**config.mk**
```make
export PLATFORM = sky130hd
export DESIGN_NAME = drac_ctrl
export DESIGN_NICKNAME = d
export VERILOG_FILES = /design/src/hw/drac_pkg.sv /design/src/hw/drac_timer_if.sv /design/src/hw/drac_refresh_timer.sv /design/src/hw/drac_ctrl.sv
export VERILOG_INCLUDE_DIRS = /design/src /design/src/hw
export SDC_FILE = /design/constraint.sdc
export NUM_CORES = 1
export LEC_CHECK = 0
export BUFFER_PORTS_ARGS = -buffer_cell sky130_fd_sc_hd__buf_4
export CAP_MARGIN = 20
export CORE_MARGIN = 2
export CORE_UTILIZATION = 55
export CTS_BUF_LIST = sky130_fd_sc_hd__clkbuf_16
export DETAILED_ROUTE_END_ITERATION = 16
export HOLD_SLACK_MARGIN = 0.03
export PLACE_DENSITY = 0.76
export SYNTH_ARGS = -nofsm -noshare
export SYNTH_HDL_FRONTEND = slang
export SYNTH_SLANG_ARGS = --single-unit
```
**constraint.sdc**
```tcl
create_clock -name clk -period 2.3 [get_ports clk]
set_input_delay 0.115 -clock clk [delete_from_list [all_inputs] [get_ports clk]]
set_output_delay 0.115 -clock clk [all_outputs]
set_load 0.01 [all_outputs]
```
**src/hw/drac_defines.svh**
```systemverilog
// constants of the dram refresh and access controller
`ifndef DRAC_DEFINES_SVH
`define DRAC_DEFINES_SVH

// ************************************************
// refresh divisors, indexed by {source strap, edge strap}
// ************************************************
`define DRAC_DIV_LL        8'd61
`define DRAC_DIV_LH        8'd136
`define DRAC_DIV_HL        8'd91
`define DRAC_DIV_HH        8'd121

// ************************************************
// sequencing counts in device clock cycles, then array sizes and refresh timing
// ************************************************
`define DRAC_REF_CYC_LOW   3'd3
`define DRAC_REF_CYC       3'd4
`define DRAC_CALIB_CYC     4'd15
`define DRAC_STRAP_HOLD    4'd4
`define DRAC_ROWS          512
`define DRAC_WINDOW_MS     8
`define DRAC_ROW_PERIOD_US 13.6
`define DRAC_ADDR_W        10
`define DRAC_BANKS         4

`endif

```
**src/hw/drac_pkg.sv**
```systemverilog
// types of the dram refresh and access controller
package drac_pkg;
  typedef enum logic [2:0] {
    ST_CALIB,
    ST_IDLE,
    ST_REFRESH,
    ST_ACC_ROW,
    ST_ACC_COL
  } drac_state_t;
endpackage

```
**src/hw/drac_timer_if.sv**
```systemverilog
// carrier between the controller and its refresh timer
`timescale 1ns/1ps
`default_nettype none
interface drac_timer_if;
  logic       tick;
  logic       enable;
  logic [7:0] divisor;
  logic       done;
  logic       req;
  logic [8:0] row;
  modport ctrl  (output tick, enable, divisor, done, input req, row);
  modport timer (input tick, enable, divisor, done, output req, row);
endinterface
`default_nettype wire

```
**src/hw/drac_refresh_timer.sv**
```systemverilog
// refresh divider and row refresh counter
`timescale 1ns/1ps
`default_nettype none
`include "drac_defines.svh"
module drac_refresh_timer #(
  parameter int ROWS = `DRAC_ROWS
) (
  input  wire logic   clk,
  input  wire logic   reset_n,
  drac_timer_if.timer tif
);
  logic [7:0] divCnt_reg;
  logic       req_reg;
  logic [8:0] row_reg;

  // ************************************************
  // divider
  // ************************************************
  // device clock ticks divided by divisor
  always_ff @(posedge clk) begin
    if (!reset_n || !tif.enable) begin
      divCnt_reg <= 8'h00;
      req_reg    <= 1'b0;
    end else if (tif.tick) begin
      if (divCnt_reg >= tif.divisor - 8'h01) begin
        divCnt_reg <= 8'h00;
        req_reg    <= 1'b1;
      end else begin
        divCnt_reg <= divCnt_reg + 8'h01;
        req_reg    <= 1'b0;
      end
    end else begin
      req_reg <= 1'b0;
    end
  end

  always_ff @(posedge clk) begin
    if (!reset_n) begin
      row_reg <= 9'h000;
    end else if (tif.done) begin
      row_reg <= (row_reg == 9'(ROWS - 1)) ? 9'h000 : row_reg + 9'h001;
    end
  end

  assign tif.req = req_reg;
  assign tif.row = row_reg;
endmodule
`default_nettype wire

```
**src/hw/drac_ctrl.sv**
```systemverilog
// top of the dram refresh and access controller
`timescale 1ns/1ps
`default_nettype none
`include "drac_defines.svh"
module drac_ctrl #(
  parameter int ADDR_W = `DRAC_ADDR_W,
  parameter int BANKS  = `DRAC_BANKS
) (
  input  wire logic              clk,
  input  wire logic              reset_n,
  input  wire logic              devClk,
  input  wire logic              arbEdgeStrap,
  input  wire logic              refreshSourceStrap,
  input  wire logic              hostAddrStrobe_n,
  input  wire logic [ADDR_W-1:0] rowAddrIn,
  input  wire logic [ADDR_W-1:0] colAddrIn,
  input  wire logic [1:0]        bankSel,
  input  wire logic              extRefreshReq,
  output logic      [ADDR_W-1:0] dramAddr,
  output logic                   dramRas_n,
  output logic      [BANKS-1:0]  dramCas_n,
  output logic                   ready,
  output logic                   accessGrant,
  output logic                   refreshActive
);
  // ************************************************
  // pin synchronisers
  // ************************************************
  // three flops per pin; stable value moves only when second and third agree
  logic [4:0] s1_reg, s2_reg, s3_reg, stable_reg;
  logic [4:0] pinsIn;
  assign pinsIn = {extRefreshReq, hostAddrStrobe_n, refreshSourceStrap, arbEdgeStrap, devClk};
  always_ff @(posedge clk) begin
    s1_reg <= pinsIn;
    s2_reg <= s1_reg;
    s3_reg <= s2_reg;
  end
  genvar gi;
  generate
    for (gi = 0; gi < 5; gi++) begin : g_stable
      always_ff @(posedge clk) begin
        if (s2_reg[gi] == s3_reg[gi]) begin
          stable_reg[gi] <= s3_reg[gi];
        end
      end
    end
  endgenerate

  logic devStable_d, strobeStable_d, extStable_d;
  always_ff @(posedge clk) begin
    devStable_d    <= stable_reg[0];
    strobeStable_d <= stable_reg[3];
    extStable_d    <= stable_reg[4];
  end
  logic devRise, devFall, strobeFall, extRise;
  assign devRise    = stable_reg[0] & ~devStable_d;
  assign devFall    = ~stable_reg[0] & devStable_d;
  assign strobeFall = ~stable_reg[3] & strobeStable_d;
  assign extRise    = stable_reg[4] & ~extStable_d;

  // ************************************************
  // strap latch
  // ************************************************
  logic modeRise_reg, modeExt_reg;
  // last value seen while reset is low wins
  always_ff @(posedge clk) begin
    if (!reset_n) begin
      modeRise_reg <= stable_reg[1];
      modeExt_reg  <= stable_reg[2];
    end
  end

  logic arbTick;
  assign arbTick = modeRise_reg ? devRise : devFall;

  // live straps pick the divisor after reset
  logic [7:0] divisor;
  logic [2:0] refCycles;
  always_comb begin
    unique case (stable_reg[2:1])
      2'b00: divisor = `DRAC_DIV_LL;
      2'b01: divisor = `DRAC_DIV_LH;
      2'b10: divisor = `DRAC_DIV_HL;
      2'b11: divisor = `DRAC_DIV_HH;
    endcase
    refCycles = (divisor == `DRAC_DIV_LL) ? `DRAC_REF_CYC_LOW : `DRAC_REF_CYC;
  end

  // ************************************************
  // refresh timer
  // ************************************************
  drac_timer_if tif ();
  drac_pkg::drac_state_t state_reg;
  logic [2:0] refCnt_reg;
  logic refDone;
  assign refDone     = (state_reg == drac_pkg::ST_REFRESH) && arbTick
                       && (refCnt_reg == refCycles - 3'd1);
  assign tif.tick    = devRise;
  // internal timer disabled in external mode
  assign tif.enable  = ~modeExt_reg;
  assign tif.divisor = divisor;
  assign tif.done    = refDone;
  drac_refresh_timer #(.ROWS(`DRAC_ROWS)) u_timer (
    .clk     (clk),
    .reset_n (reset_n),
    .tif     (tif)
  );

  // ************************************************
  // pending requests
  // ************************************************
  logic refPend_reg, accPend_reg, accStart;
  logic [ADDR_W-1:0] rowLat_reg, colLat_reg;
  logic [1:0]        bankLat_reg;
  assign accStart = (state_reg == drac_pkg::ST_IDLE) && arbTick && accPend_reg && !refPend_reg;
  // request source by mode; a new request wins over the clear
  always_ff @(posedge clk) begin
    if (!reset_n) begin
      refPend_reg <= 1'b0;
    end else if (modeExt_reg ? extRise : tif.req) begin
      refPend_reg <= 1'b1;
    end else if (state_reg == drac_pkg::ST_IDLE && arbTick && refPend_reg) begin
      refPend_reg <= 1'b0;
    end
  end
  always_ff @(posedge clk) begin
    if (!reset_n) begin
      accPend_reg <= 1'b0;
      rowLat_reg  <= '0;
      colLat_reg  <= '0;
      bankLat_reg <= 2'h0;
    end else if (strobeFall) begin
      accPend_reg <= 1'b1;
      rowLat_reg  <= rowAddrIn;
      colLat_reg  <= colAddrIn;
      bankLat_reg <= bankSel;
    end else if (accStart) begin
      accPend_reg <= 1'b0;
    end
  end

  // ************************************************
  // sequencer
  // ************************************************
  logic [3:0] calCnt_reg;
  logic       afterRef_reg;
  // refresh and calibration finish before an access starts
  always_ff @(posedge clk) begin
    if (!reset_n) begin
      state_reg  <= drac_pkg::ST_CALIB;
      calCnt_reg <= 4'h0;
      refCnt_reg <= 3'h0;
    end else begin
      unique case (state_reg)
        drac_pkg::ST_CALIB: begin
          if (devRise) begin
            calCnt_reg <= calCnt_reg + 4'h1;
            if (calCnt_reg == `DRAC_CALIB_CYC - 4'h1) begin
              state_reg <= drac_pkg::ST_IDLE;
            end
          end
        end
        drac_pkg::ST_IDLE: begin
          refCnt_reg <= 3'h0;
          if (arbTick && refPend_reg) begin
            state_reg <= drac_pkg::ST_REFRESH;
          end else if (accStart) begin
            state_reg <= drac_pkg::ST_ACC_ROW;
          end
        end
        drac_pkg::ST_REFRESH: begin
          // refresh length 3 or 4 cycles
          if (refDone) begin
            state_reg <= drac_pkg::ST_IDLE;
          end else if (arbTick) begin
            refCnt_reg <= refCnt_reg + 3'h1;
          end
        end
        drac_pkg::ST_ACC_ROW: begin
          if (arbTick) begin
            state_reg <= drac_pkg::ST_ACC_COL;
          end
        end
        drac_pkg::ST_ACC_COL: begin
          if (stable_reg[3]) begin
            state_reg <= drac_pkg::ST_IDLE;
          end
        end
      endcase
    end
  end

  // access straight after refresh or calibration is a grant cycle
  always_ff @(posedge clk) begin
    if (!reset_n) begin
      afterRef_reg <= 1'b0;
    end else if (refDone || state_reg == drac_pkg::ST_CALIB) begin
      afterRef_reg <= 1'b1;
    end else if (state_reg == drac_pkg::ST_ACC_COL && stable_reg[3]) begin
      afterRef_reg <= 1'b0;
    end else if (state_reg == drac_pkg::ST_IDLE && arbTick && !accPend_reg) begin
      afterRef_reg <= 1'b0;
    end
  end

  // ************************************************
  // dram outputs
  // ************************************************
  // row first, column second; one column strobe per bank
  always_ff @(posedge clk) begin
    if (!reset_n) begin
      dramAddr      <= '0;
      dramRas_n     <= 1'b1;
      dramCas_n     <= '1;
      refreshActive <= 1'b0;
      accessGrant   <= 1'b0;
    end else begin
      dramRas_n     <= 1'b1;
      dramCas_n     <= '1;
      refreshActive <= 1'b0;
      accessGrant   <= 1'b0;
      unique case (state_reg)
        drac_pkg::ST_REFRESH: begin
          dramAddr      <= ADDR_W'(tif.row);
          dramRas_n     <= 1'b0;
          refreshActive <= 1'b1;
        end
        drac_pkg::ST_ACC_ROW: begin
          dramAddr    <= rowLat_reg;
          dramRas_n   <= 1'b0;
          accessGrant <= afterRef_reg;
        end
        drac_pkg::ST_ACC_COL: begin
          dramAddr             <= colLat_reg;
          dramRas_n            <= 1'b0;
          dramCas_n[bankLat_reg] <= 1'b0;
          accessGrant          <= afterRef_reg;
        end
        default: begin
          dramAddr <= dramAddr;
        end
      endcase
    end
  end

  // ready low while an access waits on refresh or calibration
  assign ready = !(accPend_reg && (state_reg == drac_pkg::ST_REFRESH
                                   || state_reg == drac_pkg::ST_CALIB));
endmodule
`default_nettype wire

```
==> flow_summary_export.csv <==
group,metric,value,unit
global_route,grt_max_degree,24,
yosys,synth_mux_area_share,0.523,%
cts,cts_tree,"built",
floorplanning,dieArea,7640,sq um
route,routed_wl,8460,microns
power,p_leak,1.91,nW
cts,clkTransAtPathRegs,70,ps
placed_design,place_congestion,0.852,
floorplanning,ios,47,
yosys,synth.area.top_cells,"dfxtp_1, nand2_1, a21oi_1, ha_1, edfxtp_1",
yosys,avgSynthCellArea,9.35,sq um
route,routed_via_density,5.64,
status,status,"completed",
hold_path,hold_end,"rowLat_reg[7]",
cts,numCtsBuffers,9,
yosys,synth-adder-area-share,5.56,%
cts,cts_sinks,95,
yosys,async_flop_share,0,%
cts,worstSkewPairLatency,340,ps
cts,clock_path_buffers,2,
placed_design,placed_cell_area,4210,sq um
setup_path,crit_chain,"ha_2 > ha_1 > nand2b_1 > a2111o_1 > a21oi_2 > buf_4 > nand4b_1 > a31oi_1",
timing,skew,7.89,ps
route,num_vias,3148,
yosys,synth-edff-count,7,
timing,timing_hold_violations_final,0,
setup_path,reg2reg_to,"u_timer.divCnt_reg[2]",
global_route,grt_overflow,0,
yosys,synth_cell_types,50,
power,peakVddDrop,0.000577,V
floorplanning,core_region_area,6760,sq um
yosys,synth.largest_area_cell,"dfxtp_1",
timing,worst_pin_slew,576,ps
cts,htreeDepth,3,
setup_path,crit_type,"reg2reg",
final_layout,stdcell_area,4720,sq um
route,route.detailed.drc,0,
job,maxCapViolCount,0,
yosys,yosys.area_share.simple,18.2,%
final_layout,drive_gt1_share,16.7,%
setup_path,rrSetupSlack,100,ps
floorplanning,start_util,56.6,%
setup_path,path_max_fanout,12,
hold_path,worstHoldStart,"rowAddrIn[7]",
setup_path,worst-endpoint-arrival,2470,ps
setup_path,crit_slowest_cell,"edfxtp_1",
timing,setup_viol,0,
timing,period_needed,2200,ps
timing,fin_crit_sh,95.7,%
yosys,syn-instance-count,409,
route,first_pass_iters,4,
timing,maxSlewViolCount,0,
floorplanning,rows,30,
setup_path,endpoint_kind,"flop",
floorplanning,die_y,87.4,microns
yosys,yosysTopAreaCellShare,46.0,%
setup_path,r2r-start,"stable_reg[1]",
route,ant_nets,0,
yosys,ys_ff_latch,95,
final_layout,fin_nets,519,
final_layout,num_antenna_cells,0,
yosys,syn_nets,455,
setup_path,critPathLaunchType,"flop",
power,finalPower,3.42,mW
final_layout,layout.area.seq,1970,sq um
final_layout,n_fill_cell,515,
power,cellPowerDensity,725,nW/um^2
yosys,synthXorXnorAreaFrac,4.32,%
setup_path,cpPeakStageDelay,440,ps
global_route,grt_pass1_vias,2950,
final_layout,area_growth,23.4,%
setup_path,critical-path-top-delay-family,"compound AO/OA/AOI/OAI gates",
global_route,antenna_found_initial,0,
timing,slew_headroom,61.4,%
global_route,grt_pass1_wl,13900,microns
setup_path,crit_required,2570,ps
cts,root_buffer,"clkbuf_16",
timing,max_freq,455,MHz
route,drtIter0Drc,171,
setup_path,reg2reg_depth,8,
placed_design,io_buffers,46,
yosys,synth-compound-area-share,15.5,%
yosys,syn_area,3830,sq um
floorplanning,die_x,87.4,microns
global_route,groute.usage.overall,23.5,%
yosys,synth_top_family_by_area,"simple AND/OR/NAND/NOR gates",
yosys,yosysSeqAreaShare,51.5,%
final_layout,multi_input_area,1690,sq um
setup_path,path_buf_inv,1,
yosys,synth_ff_type,"dfxtp_1",
route,wl_per_cell,15.2,microns
placed_design,dp_hpwl,5680,microns
hold_path,min-delay-path-class,"in2reg",
yosys,ys_warn_count,0,
hold_path,holdPathStages,3,
[through the flow]
stage	util [%]	setup TNS, ps	setup slack, ps	cells	hold WS, ps
2_1_floorplan	-	0	227	409	143
3_3_place_gp	62.4	0	183	520	220
3_5_place_dp	62.4	0	69.0	520	221
4_1_cts	69.7	0	54.5	557	32.3
5_1_grt	69.9	-7.33	-7.33	558	46.0
6_report	69.9	0	99.8	558	32.8
[Yosys cell counts, drive strengths merged, types with 7 or more instances]
cell	instances
dfxtp	88
nand2	71
a21oi	46
nor2	25
ha	17
clkbuf	14
inv	11
xor2	11
nand3	10
o221ai	10
o22ai	10
buf	9
o21ai	9
edfxtp	7
nand4	7
xnor2	7
[worst min-delay path, stage by stage]
cell and delay [ps]:
buf_4 110, nand2_1 60, a21oi_1 50
[kinds of logic after synthesis]
group,after synthesis
simple gates,149
flops,95
compound gates,93
buf+inv,35
xor+xnor,18
fa+ha+maj,17
mux,2
[cells in the final DEF (no fill, tap or decap), drive strengths merged, types with 10 or more instances in the layout]
cell type,count
a21oi,46
dfxtp,88
nand2,71
inv,14
xor2,11
nand3,10
nor2,25
o22ai,10
dlygate4sd3,21
buf,55
ha,17
o221ai,10
[power breakdown]
| group | switching, mW | internal [mW] |
|---|---|---|
| registers | 0.0417 | 1.73 |
| logic | 0.119 | 0.119 |
| clock network | 0.666 | 0.753 |
[cell type report]
type	count	area share, %
Tap cell	80	2.12
Sequential cell	95	41.8
Clock buffer	9	4.77
Multi-Input combinational cell	279	35.9
Inverter	12	0.954
Clock inverter	7	1.33
Timing Repair Buffer	76	13.2
[metal layers]
metal,track usage [%],vias up,routed length (microns)
met3,4.17,20,318
met5,0,-,0
met2,38.6,85,4150
li1,-,1562,-
met1,29.9,1481,3780
met4,10.9,0,213
[worst max-delay path by stage]
stage,startpoint,end,slack [ps],cells after the start
2_1_floorplan,stable_reg[1],u_timer.divCnt_reg[3],230,8
3_3_place_gp,stable_reg[1],u_timer.divCnt_reg[2],180,8
3_5_place_dp,stable_reg[1],u_timer.divCnt_reg[2],70,8
4_1_cts,stable_reg[1],u_timer.divCnt_reg[1],50,8
5_1_grt,stable_reg[1],u_timer.divCnt_reg[2],-7,8
6_report,stable_reg[1],u_timer.divCnt_reg[2],100,8
[what timing repair did]
action | 4_1_cts | 5_1_grt
buffers inserted | 0 | 1
hold endpoints to repair | 21 | 0
setup endpoints to repair | 0 | 5
gates resized for setup | 0 | 2
hold buffers | 21 | 0
Power figures use the tool's default switching activity.
